## config.mk

```make
export PLATFORM = sky130hd
export DESIGN_NAME = mfi_decode
export DESIGN_NICKNAME = d
export VERILOG_FILES = /design/src/mfi_decode_pkg.sv /design/src/mfi_decode.sv
export SDC_FILE = /design/constraint.sdc
export NUM_CORES = 1
export LEC_CHECK = 0
export BUFFER_PORTS_ARGS = -buffer_cell sky130_fd_sc_hd__buf_4
export CORE_MARGIN = 2
export CORE_UTILIZATION = 51
export DETAILED_ROUTE_END_ITERATION = 6
export GPL_ROUTABILITY_DRIVEN = 0
export MAX_ROUTING_LAYER = met4
export PLACE_DENSITY = 0.9
export SYNTH_ARGS = -nofsm -noshare
export SYNTH_HDL_FRONTEND = slang
export SYNTH_SLANG_ARGS = --single-unit
```

## constraint.sdc

```tcl
create_clock -name ref_clk -period 1.85 [get_ports ref_clk]
set_input_delay 0.0925 -clock ref_clk [delete_from_list [all_inputs] [get_ports ref_clk]]
set_output_delay 0.0925 -clock ref_clk [all_outputs]
set_load 0.05 [all_outputs]
```

## src/mfi_decode_pkg.sv

```systemverilog
// Package: function codes, carriers and sizes for the input terminal decoder
package mfi_decode_pkg;

	localparam int TERMINAL_COUNT = 5;
	localparam int CODE_W         = 6;
	localparam int PULSE_TERMINAL = 4;

	localparam logic [5:0] CODE_LENGTH_RESET  = 6'h1C;
	localparam logic [5:0] CODE_PULSE_INPUT   = 6'h1E;
	localparam logic [5:0] CODE_DC_BRAKE_NOW  = 6'h20;
	localparam logic [5:0] CODE_EXT_FAULT_NC  = 6'h21;
	localparam logic [5:0] CODE_PID_REVERSE   = 6'h23;
	localparam logic [5:0] CODE_KEY_STOP      = 6'h24;
	localparam logic [5:0] CODE_CMD_TOGGLE    = 6'h25;
	localparam logic [5:0] CODE_PID_INT_HOLD  = 6'h26;
	localparam logic [5:0] CODE_SRC_X_KEY     = 6'h27;
	localparam logic [5:0] CODE_SRC_Y_KEY     = 6'h28;
	localparam logic [5:0] CODE_PID_GAIN_SEL  = 6'h2B;
	localparam logic [5:0] CODE_EMERG_STOP    = 6'h2F;
	localparam logic [5:0] CODE_STOP_DECEL4   = 6'h30;
	localparam logic [5:0] CODE_DECEL_DC      = 6'h31;
	localparam logic [5:0] CODE_CLEAR_RUNTIME = 6'h32;

	localparam logic [1:0] CMD_SRC_KEYPAD = 2'h0;
	localparam logic [1:0] CMD_SRC_TERM   = 2'h1;
	localparam logic [1:0] CMD_SRC_COMM   = 2'h2;

	localparam logic [1:0] DECEL_TIME_4   = 2'h3;
	localparam logic [1:0] CMD_SRC_RESET  = 2'h1;

	// Stop style handed to the drive core
	typedef enum logic [2:0] {
		STOP_NONE,
		STOP_KEYPAD,
		STOP_DECEL4,
		STOP_EMERGENCY,
		STOP_DECEL_DC,
		STOP_DC_NOW,
		STOP_FAULT
	} stop_kind_t;

	// Decoded actions for the drive core
	typedef struct packed {
		logic       pulse_input_en;
		logic       dc_brake_now;
		logic       ext_fault;
		logic       pid_reverse;
		logic       pid_int_hold;
		logic       src_x_keypad;
		logic       src_y_keypad;
		logic       pid_gain_set2;
		logic       emergency_stop;
		logic       current_at_limit;
		logic       decel_dc_brake;
		logic [1:0] decel_time_sel;
		logic       stop_request;
		stop_kind_t stop_kind;
		logic [1:0] cmd_source;
	} actions_t;

	// One-cycle events
	typedef struct packed {
		logic length_clear;
		logic runtime_clear;
		logic cmd_toggled;
	} events_t;

endpackage

```

## src/mfi_decode.sv

```systemverilog
// Multi-function input terminal decoder, function codes 28 to 50
//
// Summary of operation
// Five input terminals, each with its own configurable function code.
// Code 30 makes terminal five a pulse input; ignored on other terminals.
// Code 32 active enters DC braking at once, no deceleration.
// Code 33 signalling valid raises external fault and stops the drive.
// Code 35 active inverts the configured PID action direction.
// Code 36 stops drive like panel stop key, only under keypad control.
// Code 37 toggles command source between terminal and communication control.
// Code 38 active freezes the PID integral, other terms keep working.
// Code 39 active replaces frequency source X with keypad frequency.
// Code 40 active replaces frequency source Y with keypad frequency.
// Code 43 picks PID gain set two when active, if terminal-selected.
// Code 47 stops as fast as possible with current at upper limit.
// Code 48 decelerates to stop using deceleration time four, any source.
// Code 49 decelerates to DC brake start frequency, then DC brakes.
// Code 50 clears elapsed time of the current run.
// Reserved codes do nothing; length-reset code clears the length counter.
// Outside equipment holds each terminal level for at least one clock edge.
`timescale 1ns/10ps

module mfi_decode
	import mfi_decode_pkg::*;
#(
	parameter int N_TERM = TERMINAL_COUNT
) (
	input  wire logic                      ref_clk,
	input  wire logic                      rst,
	input  wire logic [N_TERM-1:0]         multi_function_input,
	input  wire logic [N_TERM*CODE_W-1:0]  term_code,
	input  wire logic [1:0]                cmd_source_cfg,
	input  wire logic                      pid_reverse_cfg,
	input  wire logic                      gain_switch_by_terminal,
	output actions_t                       actions,
	output events_t                        events,
	output logic                           pid_direction
);

	// Decode helper: any active terminal carrying the given code
	function automatic logic any_active(input logic [N_TERM-1:0] lvl,
		input logic [N_TERM*CODE_W-1:0] codes, input logic [CODE_W-1:0] code);
		logic hit;
		hit = 1'b0;
		for (int i = 0; i < N_TERM; i++) begin
			if (lvl[i] && codes[i*CODE_W +: CODE_W] == code) begin
				hit = 1'b1;
			end
		end
		return hit;
	endfunction

	// Helper: any terminal carrying the code, whatever its level
	function automatic logic any_assigned(input logic [N_TERM*CODE_W-1:0] codes,
		input logic [CODE_W-1:0] code);
		logic hit;
		hit = 1'b0;
		for (int i = 0; i < N_TERM; i++) begin
			if (codes[i*CODE_W +: CODE_W] == code) begin
				hit = 1'b1;
			end
		end
		return hit;
	endfunction

	logic [N_TERM-1:0] level_ff;
	logic [N_TERM-1:0] level_prev_ff;
	logic [N_TERM-1:0] rise_lvl;
	logic [N_TERM-1:0] fault_lvl;
	logic              act_dc_now;
	logic              act_fault;
	logic              act_keystop;
	logic              act_stop4;
	logic              act_emerg;
	logic              act_decel_dc;
	logic              toggle_rise;
	logic              nxt_toggle_seen;
	logic              toggle_seen_ff;
	logic [1:0]        cmd_source_ff;
	logic              length_rise;
	logic              runtime_rise;
	actions_t          nxt_actions;

	// Register terminal levels once; one edge of stable level is enough
	// single sample capture
	always_ff @(posedge ref_clk or posedge rst) begin
		if (rst) begin
			level_ff      <= '0;
			level_prev_ff <= '0;
		end else begin
			level_ff      <= multi_function_input;
			level_prev_ff <= level_ff;
		end
	end

	// Normally closed fault contact is valid when the contact opens
	always_comb begin
		for (int i = 0; i < N_TERM; i++) begin
			fault_lvl[i] = ~level_ff[i];
		end
	end

	// per-terminal code lookup
	assign act_dc_now   = any_active(level_ff, term_code, CODE_DC_BRAKE_NOW);
	// normally closed fault
	assign act_fault    = any_active(fault_lvl, term_code, CODE_EXT_FAULT_NC);
	// keypad-only stop
	assign act_keystop  = any_active(level_ff, term_code, CODE_KEY_STOP) && cmd_source_ff == CMD_SRC_KEYPAD;
	// stop in any source
	assign act_stop4    = any_active(level_ff, term_code, CODE_STOP_DECEL4);
	// emergency stop
	assign act_emerg    = any_active(level_ff, term_code, CODE_EMERG_STOP);
	// decelerate then brake
	assign act_decel_dc = any_active(level_ff, term_code, CODE_DECEL_DC);

	// Edge events, taken from the registered copy only
	assign rise_lvl     = level_ff & ~level_prev_ff;
	// rising edge toggles source
	assign toggle_rise  = any_active(rise_lvl, term_code, CODE_CMD_TOGGLE);
	// length counter clear
	assign length_rise  = any_active(rise_lvl, term_code, CODE_LENGTH_RESET);
	// runtime clear
	assign runtime_rise = any_active(rise_lvl, term_code, CODE_CLEAR_RUNTIME);
	// No toggle event while keypad control pins the source
	assign nxt_toggle_seen = toggle_rise && cmd_source_cfg != CMD_SRC_KEYPAD;

	// Command source follows a keypad configuration and reloads it on leaving keypad unless a toggle then selects comm; a toggle flips terminal and comm
	// command source toggle
	always_ff @(posedge ref_clk or posedge rst) begin
		if (rst) begin
			cmd_source_ff  <= CMD_SRC_RESET;
			toggle_seen_ff <= 1'b0;
		end else begin
			toggle_seen_ff <= nxt_toggle_seen;
			if (cmd_source_cfg == CMD_SRC_KEYPAD) begin
				cmd_source_ff <= CMD_SRC_KEYPAD;
			end else if (toggle_rise) begin
				cmd_source_ff <= (cmd_source_ff == CMD_SRC_COMM) ? CMD_SRC_TERM : CMD_SRC_COMM;
			end else if (cmd_source_ff == CMD_SRC_KEYPAD) begin
				cmd_source_ff <= cmd_source_cfg;
			end
		end
	end

	// Combine actions; stop priority puts fault and braking ahead of soft stops
	always_comb begin
		nxt_actions = '0;
		// pulse input only on terminal five
		nxt_actions.pulse_input_en = term_code[PULSE_TERMINAL*CODE_W +: CODE_W] == CODE_PULSE_INPUT;
		// immediate DC braking
		nxt_actions.dc_brake_now   = act_dc_now;
		nxt_actions.ext_fault      = act_fault;
		// PID direction inversion
		nxt_actions.pid_reverse    = any_active(level_ff, term_code, CODE_PID_REVERSE);
		// integral hold
		nxt_actions.pid_int_hold   = any_active(level_ff, term_code, CODE_PID_INT_HOLD);
		// source X to keypad
		nxt_actions.src_x_keypad   = any_active(level_ff, term_code, CODE_SRC_X_KEY);
		// source Y to keypad
		nxt_actions.src_y_keypad   = any_active(level_ff, term_code, CODE_SRC_Y_KEY);
		// gain set select
		nxt_actions.pid_gain_set2  = gain_switch_by_terminal &&
			any_active(level_ff, term_code, CODE_PID_GAIN_SEL);
		// fastest stop with current limit
		nxt_actions.emergency_stop   = act_emerg;
		nxt_actions.current_at_limit = act_emerg;
		nxt_actions.decel_dc_brake   = act_decel_dc;
		nxt_actions.cmd_source       = cmd_source_ff;
		nxt_actions.stop_request     = act_fault | act_dc_now | act_emerg | act_decel_dc | act_stop4 | act_keystop;
		// decel time four
		if (act_stop4) begin
			nxt_actions.decel_time_sel = DECEL_TIME_4;
		end
		if (act_fault) begin
			nxt_actions.stop_kind = STOP_FAULT;
		end else if (act_dc_now) begin
			nxt_actions.stop_kind = STOP_DC_NOW;
		end else if (act_emerg) begin
			nxt_actions.stop_kind = STOP_EMERGENCY;
		end else if (act_decel_dc) begin
			nxt_actions.stop_kind = STOP_DECEL_DC;
		end else if (act_stop4) begin
			nxt_actions.stop_kind = STOP_DECEL4;
		end else if (act_keystop) begin
			nxt_actions.stop_kind = STOP_KEYPAD;
		end else begin
			nxt_actions.stop_kind = STOP_NONE;
		end
	end

	// Registered action outputs
	always_ff @(posedge ref_clk or posedge rst) begin
		if (rst) begin
			actions       <= '0;
			pid_direction <= 1'b0;
		end else begin
			actions       <= nxt_actions;
			pid_direction <= pid_reverse_cfg ^ nxt_actions.pid_reverse;
		end
	end

	// Registered one-cycle events; reserved codes match nothing here
	// length clear event
	always_ff @(posedge ref_clk or posedge rst) begin
		if (rst) begin
			events <= '0;
		end else begin
			events.length_clear  <= length_rise;
			events.runtime_clear <= runtime_rise;
			events.cmd_toggled   <= toggle_seen_ff;
		end
	end
endmodule

```

* Word-level counts from Yosys, hierarchy flattened
Index checks and enable logic that the tools add are counted.
Word-level totals: word-level logic and storage cells 265, register bits 35
Cells by class: bitwise operators 13, reduce and logical (&&, ||, !) cells 77, muxes and demuxes 81, equality and inequality tests 72
Operators with widths (number):
- $eq A6 B6 Y1 const B | 65
- $logic_and A1 B1 Y1 | 73
- $mux W1 | 71
- $eq A6 B5 Y1 const B | 6
- $mux W2 | 6
- $mux W3 | 4
- $and A5 B5 Y5 | 1
- $not A1 Y1 | 5
- $not A5 Y5 | 1
- $or A1 B1 Y1 | 5
- $logic_not A2 Y1 | 2
- $reduce_bool A3 Y1 | 1
- $eq A2 B2 Y1 const B | 1
- $reduce_bool A2 Y1 | 1
- $xor A1 B1 Y1 | 1

* Longest topological paths before layout
word-level depth 14, gate-level depth with buffers 8

* Least setup slack after synthesis
OpenSTA, ideal clock, no wires.
path type register to register, from reg level_ff[1], to reg actions[5] (netlist bit), setup time 124 ps, required time 1726 ps, period minus slack after synthesis 1679 ps, data arrival time 1556 ps, buffers on the path 1, cell stages (with the launch flop) 8, slack 171 ps, cells stage by stage dfrtp_1 nand3b_4 or2_4 o22ai_1 or4_1 buf_2 nor4_2 nand2_1
RTL lines:
- start, declared | line mfi_decode.sv:66 | logic [N_TERM-1:0] level_ff;
- start signal, assigned | line mfi_decode.sv:91 | level_ff <= multi_function_input;
- end signal, assigned | line mfi_decode.sv:197 | actions <= nxt_actions;
- end, declared | line mfi_decode.sv:35 | output actions_t actions,

==> summary.md <==
| Metric | Value |
|---|---|
| Seq cells post-synth | 34 |
| Number of synthesized flops with an enable pin | 0 |
| Clock skew | between 8 and 9 ps |
| Final min period | between 1500 and 2000 ps |
| WL/cell | 16.58 um |
| Post-route cell area | roughly 2700 um2 |
| Worst Setup Start Kind | flip-flop |
| Number of I/O port buffers | 63 |
| Main synth FF type | dfrtp_1 |
| Post-CTS setup buffer count | 0 |
| Sequential area share after synthesis | 42.38% |
| Root Driver | clkbuf_8 |
| # diodes | 0 |
| Avg Cell Area, Syn | 9.713 um2 |
| Total power | about 1800 uW |
| Height of the die | around 67 um |
| Reg2reg path depth | 5 |
| Critical Path RT | 2020 ps |
| Detailed Place HPWL | about 4.2 mm |
| Synth Cell Area | between 2000 and 2500 um2 |
| Clock buffer depth | 2 |
| Power Density | between 600 and 700 nW/um2 |
| Initial Util | 54.11% |
| Vias in the first global route | 1,788 |
| Worst-path clk slew | about 70 ps |
| Crit-path max cell delay | 580 ps |
| First-pass GRT wire length | between 8 and 9 mm |
| Initial antenna violation count | 0 |
| Fmax | between 500 and 600 MHz |
| H-tree levels | 2 |
| CP Capture Point | actions[5]$_DFF_PP0_ |
| Utilization after layout | roughly 72% |
| Crit. Startpoint | level_ff[2]$_DFF_PP0_ |
| Core ar. | 3716 um2 |
| Syn nets | 248 |
| Final Max Slew Viols | 0 |
| Final net count | 320 |
| Final WS setup | between 20 and 25 ps |
| CTS tree | yes |
| Pre-CTS WS | around 28 ps |
| Final hold vios | 0 |
| Number of iterations in the first detailed-routing pass | 4 |
| Worst-path cell chain | nand3_1 > nor3_1 > or4_4 > nor4_2 > nand2_1 |
| Mapped Cells | about 210 |
| Initial drt markers | around 260 |
| Vias | about 2,100 |
| Reg-to-reg endpoint | actions[5]$_DFF_PP0_ |
| Share of layout cells above drive strength 1 | about a third |
| Vias/cell | roughly 6.3 |
| YS warnings | 0 |
| HP Class | input pin to flip-flop |
| Yosys cell types | 53 |
| Remaining Overflow, GRT | 0 |
| Max cap viols | 0 |
| Crit path max-delay family | simple AND/OR/NAND/NOR gates |
| Post-synth ARST share | 100.0% |
| Post-route ant nets | 0 |
| VDD IR max | ~0.38 mV |
| Arrival time worst endpoint | approximately 2000 ps |
| Largest net degree at the start of global routing | 35 |
| Final worst-path cycle share | 98.78% |
| All-Layer GR Usage | around a quarter |
| Worst Tran Pin Value | around 500 ps |
| Setup TNS | 0 ps |
| Core Rows | 22 |
| Slowest-stage cell, CP | or4_4 |
| Clk_lat worst skew | approximately 290 ps |
| Crit path buffers/inverters | 0 |
| Area grow syn2layout | 33.54% |
| Critical Path End Type | flip-flop |
| Clk sink count | 34 |
| Final wirelength | approximately 5.4 mm |
| RR Startpoint | level_ff[2]$_DFF_PP0_ |
| Die area | between 4000 and 5000 um2 |
| Worst slew margin relative to its limit | 65.41% |
| Area after DPL | 2521 um2 |
| Unrepaired setup endpoints after global routing | false |
| CTS Buf Count | 5 |
| DRC violations left | 0 |
| Leak | between 0.001 and 0.0015 uW |
| IO Count | 64 |
| Die width | about 67 um |
| Status | complete, no violations |
| CP Class | flip-flop to flip-flop |
| CP max FO | 6 |
| Critical Path Stages | 5 |
| Register-to-register setup slack | 20 ps |
| Endpoints failing setup | 0 |
layer usage:
| layer | global-route usage (%) | vias to the layer above | part of all wire (%) |
|---|---|---|---|
| met5 | - | - | 0 |
| met4 | 8.673 | 0 | 2.6 |
| met3 | 7.095 | 21 | 8.6 |
| met2 | 41.63 | 132 | 46 |
| met1 | 33.26 | 950 | 42 |
| li1 | - | 948 | - |
how the worst min path moves through the flow:
stage	startpoint	endpoint	slack (ps)	cells past startpoint
floorplan	multi_function_input[0]	level_ff[0]$_DFF_PP0_	120	0
global placement	multi_function_input[3]	level_ff[3]$_DFF_PP0_	200	1
detailed placement	multi_function_input[3]	level_ff[3]$_DFF_PP0_	200	1
CTS	cmd_source_cfg[1]	toggle_seen_ff$_DFF_PP0_	30	2
global route	term_code[24]	actions[18]$_DFF_PP0_	30	2
finish	cmd_source_cfg[1]	toggle_seen_ff$_DFF_PP0_	30	2
state kept, by name (all words and copies together) (netlist names):
| signal | count |
|---|---|
| level_ff | 5 |
| pid_direction | 1 |
| events | 3 |
| toggle_seen_ff | 1 |
| level_prev_ff | 5 |
| actions | 17 |
| cmd_source_ff | 2 |
what timing repair did:
item,4_1_cts,5_1_grt
endpoints found under the hold margin,39,0
hold buffers,7,0
resized for setup,0,4
setup endpoints to repair,0,4
cell type report:
type                            count  area [um2]
Inverter                            3       11.26
Clock inverter                      2       10.01
Sequential cell                    34       853.3
Timing Repair Buffer               73       565.5
Tap cell                           48       60.06
Clock buffer                        6       72.57
Fill cell                         293        1031
Multi-Input combinational cell    162        1112
cells in the final DEF (no fill, tap or decap), types with 2 or more instances in the layout:
master / Yosys / layout
nor4_2: 1 / 2
nand4b_1: 5 / 5
nand3_1: 10 / 10
nor3b_1: 5 / 5
nand4bb_1: 2 / 2
or4bb_1: 2 / 2
clkinv_2: 0 / 2
a21oi_1: 6 / 6
dlygate4sd3_1: 0 / 7
nor4bb_1: 2 / 2
or3b_2: 2 / 2
inv_1: 3 / 3
nor2b_1: 6 / 6
nand4_1: 5 / 5
a31oi_1: 2 / 2
nand3b_1: 7 / 7
dfrtp_1: 33 / 32
nor4b_1: 4 / 4
nand2_1: 17 / 17
o22ai_1: 7 / 7
nor2_1: 14 / 14
buf_4: 3 / 66
nor4_1: 11 / 10
clkbuf_8: 0 / 5
nand2b_1: 6 / 6
nor3_1: 18 / 18
or4b_1: 2 / 2
stage by stage:
step	std cells	hold WS, ps
after floorplan	207	123.9
after global placement	313	202.3
after detailed placement	313	202.8
after CTS	328	32.89
after global routing	328	28.75
final	328	33.59
Yosys cell counts (3+ instances only):
| master | count | area (um2) |
|---|---|---|
| a21oi_1 | 6 | 30.03 |
| buf_2 | 3 | 15.01 |
| buf_4 | 3 | 22.52 |
| dfrtp_1 | 33 | 825.8 |
| inv_1 | 3 | 11.26 |
| nand2_1 | 17 | 63.81 |
| nand2b_1 | 6 | 37.54 |
| nand3_1 | 10 | 50.05 |
| nand3b_1 | 7 | 52.55 |
| nand4_1 | 5 | 31.28 |
| nand4b_1 | 5 | 43.79 |
| nor2_1 | 14 | 52.55 |
| nor2b_1 | 6 | 37.54 |
| nor3_1 | 18 | 90.09 |
| nor3b_1 | 5 | 37.54 |
| nor4_1 | 11 | 68.82 |
| nor4b_1 | 4 | 35.03 |
| o22ai_1 | 7 | 43.79 |
cell families (layout without fill, tap and decap cells):
family                    Yosys count  in the layout  synth area share (%)
xor gates and xnor gates            1              1                0.4357
DFF                                34             34                 42.38
buffers and inverters              11             84                 2.800
and+or+nand+nor                   130            130                 42.25
AOI/OAI and AO/OA                  31             31                 12.14
power breakdown:
group / switching, uW / total, uW / internal, uW
Clock: 273 / 533 / 261
Sequential: 44.4 / 842 / 798
Combinational: 259 / 435 / 176
No activity file was read; power rests on OpenSTA's default activity.
